[config.mk]
export PLATFORM = sky130hd
export DESIGN_NAME = sie_core
export DESIGN_NICKNAME = d
export VERILOG_FILES = /design/src/sie_pkg.sv /design/src/sie_edge_latch.sv /design/src/sie_timer.sv /design/src/sie_core.sv
export VERILOG_INCLUDE_DIRS = /design/src
export SDC_FILE = /design/constraint.sdc
export NUM_CORES = 1
export LEC_CHECK = 0
export BUFFER_PORTS_ARGS = -buffer_cell sky130_fd_sc_hd__buf_4
export CORE_ASPECT_RATIO = 0.7
export CORE_MARGIN = 2
export CORE_UTILIZATION = 55
export CTS_BUF_LIST = sky130_fd_sc_hd__clkbuf_4
export DETAILED_ROUTE_END_ITERATION = 6
export PLACE_DENSITY = 0.76
export SYNTH_ARGS = -nofsm -noshare
export SYNTH_HDL_FRONTEND = slang
export SYNTH_HIERARCHICAL = 1
export SYNTH_SLANG_ARGS = --single-unit
export TNS_END_PERCENT = 50
[constraint.sdc]
create_clock -name clk_i -period 2.3 [get_ports clk_i]
set_input_delay 0.575 -clock clk_i [delete_from_list [all_inputs] [get_ports clk_i]]
set_output_delay 0.575 -clock clk_i [all_outputs]
set_load 0.05 [all_outputs]
[src/sie_params.svh]
`ifndef SIE_PARAMS_SVH
`define SIE_PARAMS_SVH

// Clock cycles per instruction cycle.
`define SIE_CYC_DIV 4
// Instruction cycles an input line must stay low before its edge latch sets.
`define SIE_EDGE_HOLD 2
// Program counter width and return stack depth.
`define SIE_PC_W 11
`define SIE_STACK_DEPTH 3
// Single-byte opcodes.
`define SIE_OP_CLEAR_ACC 8'h00
`define SIE_OP_EXCHANGE 8'h4f
`define SIE_OP_TIMER_SKIP 8'h41
`define SIE_OP_IDLE 8'h39
`define SIE_OP_PREFIX 8'h33
`define SIE_OP_JUMP_IND 8'hff
`define SIE_OP_TABLE_IND 8'hbf
// Second bytes after the prefix.
`define SIE_OP2_READ_EDGE 8'h29
`define SIE_OP2_LOAD_TIMER 8'h3f
// Top bits selecting the in-page jump and the page-two call.
`define SIE_PAGE_JUMP_TOP 2'b11
`define SIE_CALL_TOP 2'b10
// Page index of the subroutine page.
`define SIE_CALL_PAGE 5'h02
// Timer all-ones value and zero value.
`define SIE_TIMER_MAX 8'hff
`define SIE_TIMER_ZERO 8'h00

`endif

[src/sie_pkg.sv]
`default_nettype none

package sie_pkg;
    // Execution phases of the instruction sequencer.
    typedef enum logic [1:0] {
        SIE_FETCH,
        SIE_SECOND,
        SIE_INDIRECT,
        SIE_IDLE
    } sie_state_t;
endpackage

`default_nettype wire

[src/sie_edge_latch.sv]
`include "sie_params.svh"
`default_nettype none

module sie_edge_latch #(
    parameter int HOLD = `SIE_EDGE_HOLD
) (
    input wire logic clk_i,
    input wire logic rst_n_i,
    input wire logic tick_i,
    input wire logic line_i,
    input wire logic clear_i,
    output logic latch_o
);
    logic sync1_q;
    logic sync2_q;
    logic armed_q;
    logic [3:0] low_cnt_q;
    logic hit;

    // Two-stage synchroniser; the line is asynchronous to the core.
    always_ff @(posedge clk_i) begin
        if (!rst_n_i) begin
            sync1_q <= 1'b1;
            sync2_q <= 1'b1;
        end else begin
            sync1_q <= line_i;
            sync2_q <= sync1_q;
        end
    end

    // A pulse counts only after the line was seen high, so a line held low
    // through reset does not fake a falling edge.
    assign hit = tick_i && armed_q && !sync2_q && (low_cnt_q == 4'(HOLD - 1));

    always_ff @(posedge clk_i) begin
        if (!rst_n_i) begin
            armed_q <= 1'b0;
            low_cnt_q <= 4'h0;
        end else if (tick_i) begin
            if (sync2_q) begin
                armed_q <= 1'b1;
                low_cnt_q <= 4'h0;
            end else if (hit) begin
                armed_q <= 1'b0;
                low_cnt_q <= 4'h0;
            end else if (armed_q) begin
                low_cnt_q <= low_cnt_q + 4'h1;
            end
        end
    end

    // Set wins over the clear from a read in the same cycle.
    always_ff @(posedge clk_i) begin
        if (!rst_n_i) begin
            latch_o <= 1'b0;
        end else if (hit) begin
            latch_o <= 1'b1;
        end else if (clear_i) begin
            latch_o <= 1'b0;
        end
    end
endmodule

`default_nettype wire

[src/sie_timer.sv]
`include "sie_params.svh"
`default_nettype none

module sie_timer #(
    parameter int WIDTH = 8
) (
    input wire logic clk_i,
    input wire logic rst_n_i,
    input wire logic tick_i,
    input wire logic ext_mode_i,
    input wire logic ext_fall_i,
    input wire logic load_i,
    input wire logic [WIDTH-1:0] load_val_i,
    output logic [WIDTH-1:0] count_o,
    output logic ovf_o
);
    logic step;

    // Counts instruction cycles, or external falling edges in event mode.
    // It keeps running while the core idles, which is what wakes it.
    assign step = ext_mode_i ? ext_fall_i : tick_i;

    always_ff @(posedge clk_i) begin
        if (!rst_n_i) begin
            count_o <= '0;
            ovf_o <= 1'b0;
        end else begin
            ovf_o <= 1'b0;
            if (load_i) begin
                count_o <= load_val_i;
            end else if (step) begin
                count_o <= count_o + 1'b1;
                ovf_o <= &count_o;
            end
        end
    end
endmodule

`default_nettype wire

[src/sie_core.sv]
`include "sie_params.svh"
`default_nettype none

module sie_core #(
    parameter int CYC_DIV = `SIE_CYC_DIV,
    parameter int PC_W = `SIE_PC_W
) (
    input wire logic clk_i,
    input wire logic rst_n_i,
    output logic [PC_W-1:0] pm_addr_o,
    input wire logic [7:0] pm_data_i,
    input wire logic carry_i,
    input wire logic [3:0] ram_digit_i,
    input wire logic serial_mode_counter_i,
    input wire logic serial_in_i,
    input wire logic input_line_three_i,
    input wire logic input_line_zero_i,
    input wire logic clock_out_input_pin_i,
    input wire logic timer_source_select_pin_i,
    input wire logic timer_event_i,
    output logic [3:0] acc_o,
    output logic [3:0] serial_shift_counter_o,
    output logic [7:0] lookup_latch_o,
    output logic serial_clock_latch_o,
    output logic serial_out_o,
    output logic skip_o,
    output logic timer_ovf_latch_o,
    output logic edge_latch_three_o,
    output logic edge_latch_zero_o,
    output logic [7:0] timer_count_o,
    output sie_pkg::sie_state_t state_o
);
    import sie_pkg::*;

    logic [$clog2(CYC_DIV)-1:0] div_q;
    logic tick;
    logic [7:0] pm_s1_q;
    logic [7:0] pm_s2_q;
    logic [3:0] si_s1_q;
    logic [3:0] si_s2_q;
    logic si_prev_q;
    logic ev_prev_q;
    logic [PC_W-1:0] stack_level_one_q;
    logic [PC_W-1:0] stack_level_two_q;
    logic [PC_W-1:0] stack_level_three_q;
    logic table_mode_q;
    logic [PC_W-1:0] pcn;
    logic [PC_W-1:0] indirect_addr;
    logic in_fetch;
    logic in_second;
    logic is_exch;
    logic is_tskip;
    logic is_jump_ind;
    logic is_table_ind;
    logic is_idle;
    logic is_page_jump;
    logic is_call;
    logic is_clear_acc;
    logic is_edge_read;
    logic is_timer_load;
    logic edge_clear;
    logic timer_load;
    logic timer_ovf;
    logic ext_fall;
    logic si_fall;

    // Instruction-cycle enable; all but the synchronisers, event-edge history, event-mode timer, overflow latch and idle wake-up move on it.
    always_ff @(posedge clk_i) begin
        if (!rst_n_i) begin
            div_q <= '0;
        end else if (div_q == ($clog2(CYC_DIV))'(CYC_DIV - 1)) begin
            div_q <= '0;
        end else begin
            div_q <= div_q + 1'b1;
        end
    end
    assign tick = (div_q == ($clog2(CYC_DIV))'(CYC_DIV - 1));

    // Pin synchronisers. Memory data must settle within two clocks of an address change,
    // so the two-stage delay still fits before the tick that uses it.
    always_ff @(posedge clk_i) begin
        if (!rst_n_i) begin
            pm_s1_q <= 8'h00;
            pm_s2_q <= 8'h00;
            si_s1_q <= 4'h0;
            si_s2_q <= 4'h0;
        end else begin
            pm_s1_q <= pm_data_i;
            pm_s2_q <= pm_s1_q;
            si_s1_q <= {timer_source_select_pin_i, timer_event_i, clock_out_input_pin_i,
                        serial_in_i};
            si_s2_q <= si_s1_q;
        end
    end

    // Edge history for the serial counter input and the external timer event.
    always_ff @(posedge clk_i) begin
        if (!rst_n_i) begin
            si_prev_q <= 1'b0;
            ev_prev_q <= 1'b0;
        end else begin
            ev_prev_q <= si_s2_q[2];
            if (tick) begin
                si_prev_q <= si_s2_q[0];
            end
        end
    end
    assign ext_fall = ev_prev_q && !si_s2_q[2];
    assign si_fall = tick && si_prev_q && !si_s2_q[0];

    // Decode of the byte just arrived for the current address.
    assign in_fetch = tick && (state_o == SIE_FETCH);
    assign in_second = tick && (state_o == SIE_SECOND);
    assign pcn = pm_addr_o + 1'b1;
    assign indirect_addr = {pcn[PC_W-1:8], acc_o, ram_digit_i};
    assign is_clear_acc = (pm_s2_q == `SIE_OP_CLEAR_ACC);
    assign is_exch = (pm_s2_q == `SIE_OP_EXCHANGE);
    assign is_tskip = (pm_s2_q == `SIE_OP_TIMER_SKIP);
    assign is_idle = (pm_s2_q == `SIE_OP_IDLE);
    assign is_jump_ind = (pm_s2_q == `SIE_OP_JUMP_IND);
    assign is_table_ind = (pm_s2_q == `SIE_OP_TABLE_IND);
    assign is_page_jump = (pm_s2_q[7:6] == `SIE_PAGE_JUMP_TOP) && !is_jump_ind;
    assign is_call = (pm_s2_q[7:6] == `SIE_CALL_TOP) && !is_table_ind;
    assign is_edge_read = (pm_s2_q == `SIE_OP2_READ_EDGE);
    assign is_timer_load = (pm_s2_q == `SIE_OP2_LOAD_TIMER);
    assign edge_clear = in_second && !skip_o && is_edge_read;
    assign timer_load = in_second && !skip_o && is_timer_load;

    // Sequencer: state and program counter.
    always_ff @(posedge clk_i) begin
        if (!rst_n_i) begin
            state_o <= SIE_FETCH;
            pm_addr_o <= '0;
            table_mode_q <= 1'b0;
        end else if (tick) begin
            case (state_o)
                SIE_FETCH: begin
                    pm_addr_o <= pcn;
                    if (pm_s2_q == `SIE_OP_PREFIX) begin
                        state_o <= SIE_SECOND;
                    end else if (skip_o) begin
                        state_o <= SIE_FETCH;
                    end else if (is_jump_ind || is_table_ind) begin
                        pm_addr_o <= indirect_addr;
                        table_mode_q <= is_table_ind;
                        state_o <= SIE_INDIRECT;
                    end else if (is_page_jump) begin
                        pm_addr_o <= {pcn[PC_W-1:6], pm_s2_q[5:0]};
                    end else if (is_call) begin
                        pm_addr_o <= {(PC_W-6)'(`SIE_CALL_PAGE), pm_s2_q[5:0]};
                    end else if (is_idle) begin
                        state_o <= SIE_IDLE;
                    end
                end
                SIE_SECOND: begin
                    pm_addr_o <= pcn;
                    state_o <= SIE_FETCH;
                end
                SIE_INDIRECT: begin
                    state_o <= SIE_FETCH;
                    if (table_mode_q) begin
                        pm_addr_o <= stack_level_one_q;
                    end else begin
                        pm_addr_o <= {pm_addr_o[PC_W-1:8], pm_s2_q};
                    end
                end
                SIE_IDLE: begin
                    if (timer_ovf) begin
                        state_o <= SIE_FETCH;
                    end
                end
                default: begin
                    state_o <= SIE_FETCH;
                end
            endcase
        end else if (state_o == SIE_IDLE && timer_ovf) begin
            state_o <= SIE_FETCH;
        end
    end

    // Three-level return stack; a push drops the deepest entry.
    always_ff @(posedge clk_i) begin
        if (!rst_n_i) begin
            stack_level_one_q <= '0;
            stack_level_two_q <= '0;
            stack_level_three_q <= '0;
        end else if (in_fetch && !skip_o && (is_table_ind || is_call)) begin
            stack_level_one_q <= pcn;
            stack_level_two_q <= stack_level_one_q;
            stack_level_three_q <= stack_level_two_q;
        end else if (tick && state_o == SIE_INDIRECT && table_mode_q) begin
            stack_level_one_q <= stack_level_two_q;
            stack_level_two_q <= stack_level_three_q;
        end
    end

    // Skip flag covers one whole instruction, both bytes of a prefixed one.
    always_ff @(posedge clk_i) begin
        if (!rst_n_i) begin
            skip_o <= 1'b0;
        end else if (in_fetch) begin
            if (skip_o) begin
                skip_o <= (pm_s2_q == `SIE_OP_PREFIX);
            end else begin
                skip_o <= is_tskip && timer_ovf_latch_o;
            end
        end else if (in_second) begin
            skip_o <= 1'b0;
        end
    end

    // Overflow latch; a new overflow wins over the clear from a test.
    always_ff @(posedge clk_i) begin
        if (!rst_n_i) begin
            timer_ovf_latch_o <= 1'b0;
        end else if (timer_ovf) begin
            timer_ovf_latch_o <= 1'b1;
        end else if (timer_load && acc_o[3]) begin
            timer_ovf_latch_o <= 1'b1;
        end else if (in_fetch && !skip_o && is_tskip) begin
            timer_ovf_latch_o <= 1'b0;
        end
    end

    // Accumulator writers; kept apart so that only the exchange stalls the serial register.
    always_ff @(posedge clk_i) begin
        if (!rst_n_i) begin
            acc_o <= 4'h0;
        end else if (in_fetch && !skip_o && is_exch) begin
            acc_o <= serial_shift_counter_o;
        end else if (in_fetch && !skip_o && is_clear_acc) begin
            acc_o <= 4'h0;
        end else if (edge_clear) begin
            acc_o <= {edge_latch_three_o, si_s2_q[1], 1'b0, edge_latch_zero_o};
        end
    end

    // Serial register and clock latch. An exchange overrides the shift or
    // count of the same cycle; no other instruction holds the stream up.
    always_ff @(posedge clk_i) begin
        if (!rst_n_i) begin
            serial_shift_counter_o <= 4'h0;
            serial_clock_latch_o <= 1'b0;
        end else if (in_fetch && !skip_o && is_exch) begin
            serial_shift_counter_o <= acc_o;
            serial_clock_latch_o <= carry_i;
        end else if (tick && serial_mode_counter_i) begin
            if (si_fall) begin
                serial_shift_counter_o <= serial_shift_counter_o + 4'h1;
            end
        end else if (tick && serial_clock_latch_o) begin
            serial_shift_counter_o <= {serial_shift_counter_o[2:0], si_s2_q[0]};
        end
    end

    // Serial data leaves from the top bit, one bit per instruction cycle.
    always_ff @(posedge clk_i) begin
        if (!rst_n_i) begin
            serial_out_o <= 1'b0;
        end else if (tick && !serial_mode_counter_i) begin
            serial_out_o <= serial_shift_counter_o[3];
        end
    end

    // Lookup latch loaded in the second cycle of a table load.
    always_ff @(posedge clk_i) begin
        if (!rst_n_i) begin
            lookup_latch_o <= 8'h00;
        end else if (tick && state_o == SIE_INDIRECT && table_mode_q) begin
            lookup_latch_o <= pm_s2_q;
        end
    end

    // Two edge latches built from one parameterised cell.
    sie_edge_latch #(
        .HOLD(`SIE_EDGE_HOLD)
    ) u_edge_three (
        .clk_i(clk_i),
        .rst_n_i(rst_n_i),
        .tick_i(tick),
        .line_i(input_line_three_i),
        .clear_i(edge_clear),
        .latch_o(edge_latch_three_o)
    );

    sie_edge_latch #(
        .HOLD(`SIE_EDGE_HOLD)
    ) u_edge_zero (
        .clk_i(clk_i),
        .rst_n_i(rst_n_i),
        .tick_i(tick),
        .line_i(input_line_zero_i),
        .clear_i(edge_clear),
        .latch_o(edge_latch_zero_o)
    );

    // Timer keeps counting while the sequencer idles. Event mode must not be
    // combined with idle, since the wake-up then hangs on external events.
    sie_timer #(
        .WIDTH(8)
    ) u_timer (
        .clk_i(clk_i),
        .rst_n_i(rst_n_i),
        .tick_i(tick),
        .ext_mode_i(si_s2_q[3]),
        .ext_fall_i(ext_fall),
        .load_i(timer_load),
        .load_val_i({acc_o, ram_digit_i}),
        .count_o(timer_count_o),
        .ovf_o(timer_ovf)
    );
endmodule

`default_nettype wire

==> metrics, run 1 <==
Residual DRC 0; clk slew on worst S/H paths ~120 ps; setup repair bufs after CTS 0; CTS root buffer clkbuf_4; total track usage between 20% and 30%; first-pass GRT wire length 23200 µm; total grt overflow 0; Fin Setup TNS 0 ps; fin cells 881; final setup vio count 0; Register Area 2400 µm²; fraction of the cycle the final worst path needs 89.3%; Slew Viols, Final 0; fmax 0.487 GHz; Critical path origin state_o[0]; crit-path leading delay family simple AND/OR/NAND/NOR gates; Worst path slowest cell or4_1; Synth Instances 676; Async SR Flop Fraction 0%; critical path endpoint category flip-flop; Critical Path Start Type flip-flop; Crit path depth 5; count of buffers from port buffering 64; Fin Clk Skew between 20 and 30 ps; CTS Buf Count 17; required time of the critical path 2730 ps; Area Growth Syn to Fin 16.2%; synth cell count leaders dfxtp_1 (120), nand2_1 (117), nand3_1 (47); r2r setup slk 250 ps; DR WL/cell 16.6 µm; share of the synthesized area in the top cell type roughly two fifths; syn nets 710; CTS tree yes; RSZ-0062 raised after global routing false; Via density 5.97; Die W 126 µm; critical path arrival 2480 ps; Hold Crit Class input pin to flip-flop; layout cell share with drive strength beyond 1 17.2%; power density cells 622 nW/µm²; WL final 14600 µm; Worst VDD drop 550 µV; FF+latch count, synth 120; reg-to-reg endpoint pm_addr_o[8]; FILL cells 855; Critical Path, Cell by Cell inv_1, ha_1, or4_1, nand3_1, o21ai_0; Setup CP Type flip-flop to flip-flop; WHS 196 ps; Main synth FF type dfxtp_1; final critical-path required period 2050 ps; Unique masters post-synth 61; Starting Density 56.1%; Pre-antenna DRT Iters 5; H-Tree Depth 4; die height 89.5 µm; antenna violations before repair 0; Routability Congestion between 0.9 and 1; post-cts gate resize count 0; Multi-input gate area ~3100 µm²; hold_buf cts 0; WP buf/inv 1; post-route cell area 6680 µm²; Crit path largest cell delay ~630 ps; Slew @ Worst Pin 695 ps; Core ar. just over 10000 µm²; Yosys top cell by area dfxtp_1; top-count cell post-synth dfxtp_1; clk sinks 120; Fin. Hold Viols 0; total number of vias about 5300; # placed instances 849; Seq/Total Area, Yosys 41.8%; Synth Warn # 6; antenna viol nets, final 0; placed wire-length estimate between 10000 and 15000 µm; FP Rows 31; ant diodes 0; latest clock arrival within the worst-skew pair 570 ps; Max-slew headroom 53.2%; number of global-route vias before repair 4711; Synth Cell Area 5750 µm²; fin nets 770; largest net degree at the start of global routing 55; max cap viols 0; Crit Reg-Reg Startpoint state_o[0]; DP Area 6370 µm²; Pleak 0.00284 µW; drt first-iter violations 454; FF-to-FF path depth 5; clock buffer depth 2; die area 11300 µm²; Post-synth EDFFs 0; Worst Path Max Fanout 21; Ports 65; CP endpoint pm_addr_o[8]; Avg Inst Size Synth about 8.5 µm²; status finished clean; Synth area leaders dfxtp_1 (42%), nand2_1 (7.6%), o211a_1 (4.2%)
## flip-flops by register name, summed over array words and instances, names as in the netlist, 8 cells and up
signal	cells
pm_s1_q	8
lookup_latch_o	8
stack_level_three_q	11
u_timer/count_o	8
pm_s2_q	8
pm_addr_o	11
stack_level_two_q	11
stack_level_one_q	11
## where the power goes
| group | total, µW | internal [µW] | switching [µW] |
|---|---|---|---|
| Sequential | 2180 | 2130 | 49.8 |
| Clock | 1670 | 694 | 973 |
| Combinational | 314 | 128 | 186 |
| Total | 4160 | 2950 | 1210 |
## cells in the final DEF (no fill, tap or decap), types with 4 or more instances in the layout
master	n
a21o_1	4
inv_8	4
nor2b_1	10
nor2_1	17
nand2b_1	9
nand4_1	7
and3_1	8
or4_1	5
o31ai_1	7
xor2_1	4
inv_1	19
or3_1	6
a21oi_1	19
o211a_1	24
o211ai_1	8
and2_1	29
buf_4	82
inv_6	6
clkbuf_4	17
mux2i_1	15
a21boi_0	25
a31oi_1	12
nor3_1	5
nand2_1	117
ha_1	12
a32oi_1	5
nand3b_1	6
o21ai_0	34
nand3_1	47
dfxtp_1	120
xnor2_1	7
## through the flow
| stage | worst slack [ps] | utilization [%] | total power (µW) |
|---|---|---|---|
| floorplan | 63.9 | - | 2410 |
| global placement | 380 | 62.2 | 2520 |
| detailed placement | 277 | 62.2 | 2530 |
| CTS | 265 | 65.2 | 4170 |
| global route | 87.4 | 65.2 | 4310 |
| finish | 245 | 65.2 | 4160 |
## per-layer routing
layer	wire, µm	up-vias	global-route usage, %
met5	0	-	0
met2	6570	203	40.2
met4	182	0	7.19
li1	-	2532	-
met1	6930	2501	36.0
met3	934	23	6.40
## final cells by class
class / instances / area share, %
Clock inverter: 15 / 2.72
Tap cell: 132 / 2.47
Inverter: 19 / 1.07
Sequential cell: 120 / 36.0
Timing Repair Buffer: 83 / 9.52
Clock buffer: 17 / 1.91
Multi-Input combinational cell: 495 / 46.3
## worst min path at each step
stage                          from                    to  slack, ps  depth (start not counted)
6_report          input_line_zero_i   u_edge_zero/sync1_q        200                          2
5_1_grt               timer_event_i            si_s1_q[2]        170                          2
4_1_cts           input_line_zero_i   u_edge_zero/sync1_q        170                          2
3_5_place_dp   u_edge_three/sync1_q  u_edge_three/sync2_q        400                          1
3_3_place_gp    u_edge_zero/sync1_q   u_edge_zero/sync2_q        390                          1
2_1_floorplan  u_edge_three/sync1_q  u_edge_three/sync2_q        390                          1
## worst register-to-register path: stages, from the launching register on
cell,delay [ps]
dfxtp_1,420
inv_1,90
ha_1,540
or4_1,640
nand3_1,140
o21ai_0,120
## kinds of logic after synthesis
kind of cell | Yosys count | share of synthesized area [%]
mux | 16 | 2.81
flops | 120 | 41.8
xor+xnor | 11 | 1.68
buf+inv | 61 | 4.31
fa+ha+maj | 12 | 2.61
simple gates | 288 | 25.8
compound gates | 168 | 21.0
No activity file was read; power rests on OpenSTA's default activity.
==> inputs of run 2 (changes only) <==
- CORE_ASPECT_RATIO: 0.7 -> 2
- SLEW_MARGIN: unset -> 20
==> run 2 against run 1 <==
- critical endpoint is now state_o[1]
- first-iteration DRC count decreased by 30%
- count of clock-buffer cells in the layout grew 2
- cell area shrank 0.75%
- die area up 0.32%
- largest power group unchanged
- maximum frequency is 4.0% lower
- routed wire length grew 5.2%
- register-to-register slack got worse by 90 ps
==> metrics, run 2 (synthesis results as in run 1) <==
Max-slew headroom 60.1% (+6.8 points); Register Area 2400 µm² (unchanged); Worst Hold Path EP u_edge_three/sync1_q; total grt overflow 0 (unchanged); H-Tree Depth 4 (unchanged); layout cell share with drive strength beyond 1 17.3% (+0.064 points); final setup vio count 0 (unchanged); clock buffer depth 2 (unchanged); r2r setup slk 160 ps (-90 ps); Critical Path, Cell by Cell nand4_1, nor2_1, a32oi_1, a21oi_1, mux2i_1; CTS Buf Count 17 (unchanged); placed wire-length estimate 11100 µm (+9.8%); Crit Reg-Reg Startpoint pm_s2_q[2]; count of buffers from port buffering 64 (unchanged); FF-to-FF path depth 5 (unchanged); WHS 235 ps (+39.1 ps); commonest cells after routing, fill and taps aside dfxtp_1 (120), nand2_1 (117), buf_4 (88), nand3_1 (47), o21ai_0 (34); Worst path slowest cell dfxtp_1; Fin Clk Skew 16.9 ps (-12.9 ps); fin nets 775 (+0.65%); commonest non-fill, non-tap cell in the layout dfxtp_1; die area 11300 µm² (+0.32%); power density cells 570 nW/µm² (-8.5%); FP Rows 52 (+68%); Worst Path Max Fanout 9 (-57%); hold_buf cts 0 (unchanged); setup ws final 159 ps (-85.9 ps); Hold Path Depth 2 (unchanged); Pleak 0.00282 µW (-0.74%); Worst VDD drop 506 µV (-8.0%); number of global-route vias before repair 5157 (+9.5%); Routability Congestion 0.887 (-5.1%); DR WL/cell 17.3 µm (+4.4%); antenna viol nets, final 0 (unchanged); DP Worst Slack 270 ps (-7.91 ps); Die W 76.3 µm (-40%); max cap viols 0 (unchanged); RSZ-0062 raised after global routing false; fraction of the cycle the final worst path needs 93.1% (+3.7 points); Slew @ Worst Pin 592 ps (-103 ps); largest net degree at the start of global routing 63 (+15%); antenna violations before repair 1 (+1); setup repair bufs after CTS 0 (unchanged); Fin. Hold Viols 0 (unchanged); Residual DRC 0 (unchanged); latest clock arrival within the worst-skew pair 520 ps (-50 ps); Via density 5.93 (-0.71%); WL final 15400 µm (+5.2%); Hold Crit Class input pin to flip-flop; Setup CP Type flip-flop to flip-flop; Critical Path Start Type flip-flop; die height 149 µm (+66%); fmax 0.467 GHz (-4.0%); Multi-input gate area 3100 µm² (unchanged); CTS tree yes; reg-to-reg endpoint state_o[1]; required time of the critical path 2740 ps (about the same); Starting Density 56.6% (+0.50 points); Core ar. 10100 µm² (-0.88%); first-pass GRT wire length 25000 µm (+7.7%); hold wc startpoint input_line_three_i; post-cts gate resize count 0 (unchanged); total track usage 27.7% (+2.0 points); critical path arrival 2580 ps (+100 ps); Final Util 65.3% (+0.086 points); clk sinks 120 (unchanged); post-route cell area 6630 µm² (-0.75%); DP Area 6400 µm² (+0.45%); CTS root buffer clkbuf_4; final critical-path required period 2140 ps (+85.9 ps); drt first-iter violations 319 (-30%); FILL cells 896 (+4.8%); Slew Viols, Final 0 (unchanged); clk slew on worst S/H paths 100 ps (-20 ps); Ports 65 (unchanged); total number of vias 5263 (+0.076%); Pre-antenna DRT Iters 5 (unchanged); status finished clean; Crit path largest cell delay 610 ps (-20 ps); Area Growth Syn to Fin 15.4%; critical path endpoint category flip-flop; Fin Setup TNS 0 ps (unchanged)
==> run 2: changes by cell type in the layout (fill, tap and decap cells not counted), sizes merged, moves of 2 or more <==
| cell | previous run | this run |
|---|---|---|
| inv | 29 | 19 |
| buf | 83 | 88 |
| clkinv | 1 | 7 |
| clkbuf | 17 | 19 |
==> run 2: routing by layer <==
metal,vias up,global-route usage (%),part of all wire [%]
met2,165,51.2,54
met5,-,0,0
met1,2508,27.4,36
li1,2540,-,-
met3,50,6.19,4.2
met4,0,18.4,5.3
==> run 2: cell type report <==
cell class	instances	share of cell area, %
multi-input combinational	495	46.7
sequential	120	36.2
timing repair buffer	88	9.97
tap	135	2.55
clock buffer	19	2.15
clock inverter	11	1.28
inverter	19	1.08
antenna	1	0.0378
==> run 2: worst max-delay path, delay by kind of cell (launching register included) <==
kind	cells	cell delay (ps)
AO/OA/AOI/OAI	2	510
flip-flops	1	610
AND/OR/NAND/NOR	2	720
multiplexers	1	230
==> run 2: report_power, final <==
group | total (µW) | internal, µW | switching, µW
clock | 1280 | 529 | 753
sequential | 2170 | 2120 | 44.1
combinational | 325 | 131 | 194
total | 3780 | 2780 | 991
==> run 2: worst max path at each step <==
| stage | start | end | cells past startpoint |
|---|---|---|---|
| 6_report | pm_s2_q[2] | state_o[1] | 5 |
| 5_1_grt | pm_s2_q[2] | u_timer/count_o[2] | 7 |
| 4_1_cts | pm_s2_q[2] | u_timer/count_o[2] | 7 |
| 3_5_place_dp | pm_s2_q[2] | u_timer/count_o[2] | 7 |
| 3_3_place_gp | pm_s2_q[2] | state_o[0] | 5 |
| 2_1_floorplan | state_o[0] | u_timer/count_o[4] | 8 |
==> run 2: metrics by stage <==
stage,instances,total power (µW)
final,888,3780
after global routing,888,3940
after CTS,887,3820
after detailed placement,857,2540
after global placement,857,2530
after floorplan,676,2410
==> inputs of run 3 (changes only) <==
- CELL_PAD_IN_SITES_DETAIL_PLACEMENT: unset -> 0
- CELL_PAD_IN_SITES_GLOBAL_PLACEMENT: unset -> 1
- CORE_UTILIZATION: 55 -> 46
- PLACE_DENSITY: 0.76 -> unset
- PLACE_DENSITY_LB_ADDON: unset -> 0.1
==> run 3 against run 2 <==
- register-to-register slack improved by 20 ps
- core utilization decreased by 10 points
- worst hold slack got worse by 38 ps
- clock skew increased by 11 ps
- combinational power about the same
- die area increased by 19%
- count of clock-buffer cells in the layout decreased by 2
- clock power increased by 23%
- global-route usage decreased by 2.6 points
- setup slack improved by 23 ps
- via count increased by 1.3%
- power increased by 7.9%
- critical path type unchanged
- largest cell class unchanged
==> metrics, run 3 (synthesis results as in run 1) <==
met3 Usage GRT 4.22% (-2.0 points); Max-slew headroom 55.7% (-4.4 points); hold_buf cts 0 (unchanged); count of buffers from port buffering 64 (unchanged); die area 13500 µm² (+19%); Pleak 0.00285 µW (+1.2%); clock group share of total power 38.6% (+4.6 points); Critical path origin pm_s2_q[2]; Slew Viols, Final 0 (unchanged); grt met2 use 48.6% (-2.6 points); power density cells 606 nW/µm² (+6.4%); total track usage 25.2% (-2.6 points); Fin. Hold Viols 0 (unchanged); latest clock arrival within the worst-skew pair 550 ps (+30 ps); global routing's busiest layer met2; FP Rows 57 (+9.6%); setup ws final 183 ps (+23.4 ps); max cap viols 0 (unchanged); CTS root buffer clkbuf_4; Critical Path Start Type flip-flop; H-Tree Depth 4 (unchanged); critical path endpoint category flip-flop; Area Growth Syn to Fin 17.0%; WL final 16500 µm (+7.6%); sw power 1150 µW (+16%); fin nets 776 (+0.13%); Worst VDD drop 413 µV (-18%); Routability Congestion 0.919 (+3.5%); final setup vio count 0 (unchanged); Setup CP Type flip-flop to flip-flop; required time of the critical path 2790 ps (+50 ps); Fin Clk Skew 27.7 ps (+10.8 ps); Crit path largest cell delay 600 ps (about the same); crit-path leading delay family simple AND/OR/NAND/NOR gates; fraction of the cycle the final worst path needs 92.1% (-1.0 points); Fin Setup TNS 0 ps (unchanged); CTS tree yes; Core ar. 12200 µm² (+20%); Starting Density 47.1% (-9.5 points); drt first-iter violations 211 (-34%); Hold Crit Class input pin to flip-flop; status finished clean; Slew @ Worst Pin 664 ps (+71.4 ps); fmax 0.472 GHz (+1.1%); Pre-antenna DRT Iters 5 (unchanged); commonest cells after routing, fill and taps aside dfxtp_1 (120), nand2_1 (117), buf_4 (89), nand3_1 (47), o21ai_0 (34); r2r setup slk 180 ps (+20 ps); clock buffer depth 2 (unchanged); total number of vias 5333 (+1.3%); Comb power frac 7.9% (-0.7 points); Via density 5.91 (-0.35%); hold wc startpoint input_line_zero_i; first-pass GRT wire length 26800 µm (+7.3%); layout cell share with drive strength beyond 1 17.9% (+0.59 points); setup repair bufs after CTS 0 (unchanged); Crit Reg-Reg Startpoint pm_s2_q[2]; commonest non-fill, non-tap cell in the layout dfxtp_1; Worst Path Max Fanout 9 (unchanged); critical path arrival 2600 ps (+20 ps); RSZ-0062 raised after global routing false; post-cts gate resize count 0 (unchanged); GR Util met1 25.0% (-2.3 points); die height 162 µm (+9.1%); clk slew on worst S/H paths 130 ps (+30 ps); DP Worst Slack 253 ps (-16.6 ps); Flop pwr share 53.5% (-3.9 points); Int Power 2920 µW (+4.9%); largest net degree at the start of global routing 43 (-32%); total grt overflow 0 (unchanged); Worst path slowest cell dfxtp_1; antenna viol nets, final 0 (unchanged); placed wire-length estimate 12500 µm (+12%); DR WL/cell 18.3 µm (+5.8%); switch share 28.3% (+2.0 points); antenna violations before repair 1 (unchanged); number of global-route vias before repair 5326 (+3.3%); clk sinks 120 (unchanged); WP buf/inv 0 (unchanged); Die W 83.0 µm (+8.9%); final critical-path required period 2120 ps (-23.4 ps); CTS Buf Count 17 (unchanged); Critical Path, Cell by Cell nand4_1, nor2_1, mux2i_1, o31ai_1, o221a_2; Ports 65 (unchanged); Residual DRC 0 (unchanged)
## run 3: cell types whose count changed in the layout (fill, tap and decap cells not counted)
cell | previous run | this run
clkbuf_4 | 19 | 17
clkinv_4 | 0 | 5
clkinv_2 | 5 | 1
buf_4 | 88 | 89
inv_6 | 0 | 3
inv_8 | 0 | 1
clkinv_1 | 2 | 0
bufinv_16 | 1 | 2
## run 3: cell type report
cell class | count | area, µm²
fill | 1174 | 5480
multi-input combinational | 495 | 3100
sequential | 120 | 2400
timing repair buffer | 89 | 668
tap | 147 | 184
clock inverter | 15 | 169
clock buffer | 17 | 128
inverter | 19 | 71.3
antenna | 1 | 2.50
## run 3: through the flow
step                      utilization (%)  hold slack, ps  instances  area, µm²  total power, µW
after global placement               52.7             400        870       6420             2540
after floorplan                         -             386        676       5750             2410
final                                55.1             197        903       6720             4070
after CTS                            55.1             168        902       6720             4120
after global routing                 55.1             185        903       6720             4230
after detailed placement             52.7             400        870       6420             2550
## run 3: worst paths after layout
path                          endpoint  cells past startpoint
setup / recovery          pm_addr_o[1]                      5
hold / removal     u_edge_zero/sync1_q                      2
setup reg to reg          pm_addr_o[1]                      5
hold reg to reg   u_edge_three/sync2_q                      1
## run 3: layer usage
metal,part of all wire (%),wire length [µm],up-vias
met5,0,0,-
li1,-,-,2559
met3,2.7,453,47
met2,56,9340,128
met1,37,6060,2599
met4,4.2,699,0
## run 3: power groups by stage
| stage | logic [µW] | clock network [µW] | registers, µW |
|---|---|---|---|
| 3_5_place_dp | 321 | 0 | 2230 |
| 3_3_place_gp | 317 | 0 | 2220 |
| 2_1_floorplan | 171 | 0 | 2240 |
| 6_report | 322 | 1570 | 2180 |
| 4_1_cts | 323 | 1620 | 2180 |
| 5_1_grt | 349 | 1690 | 2190 |
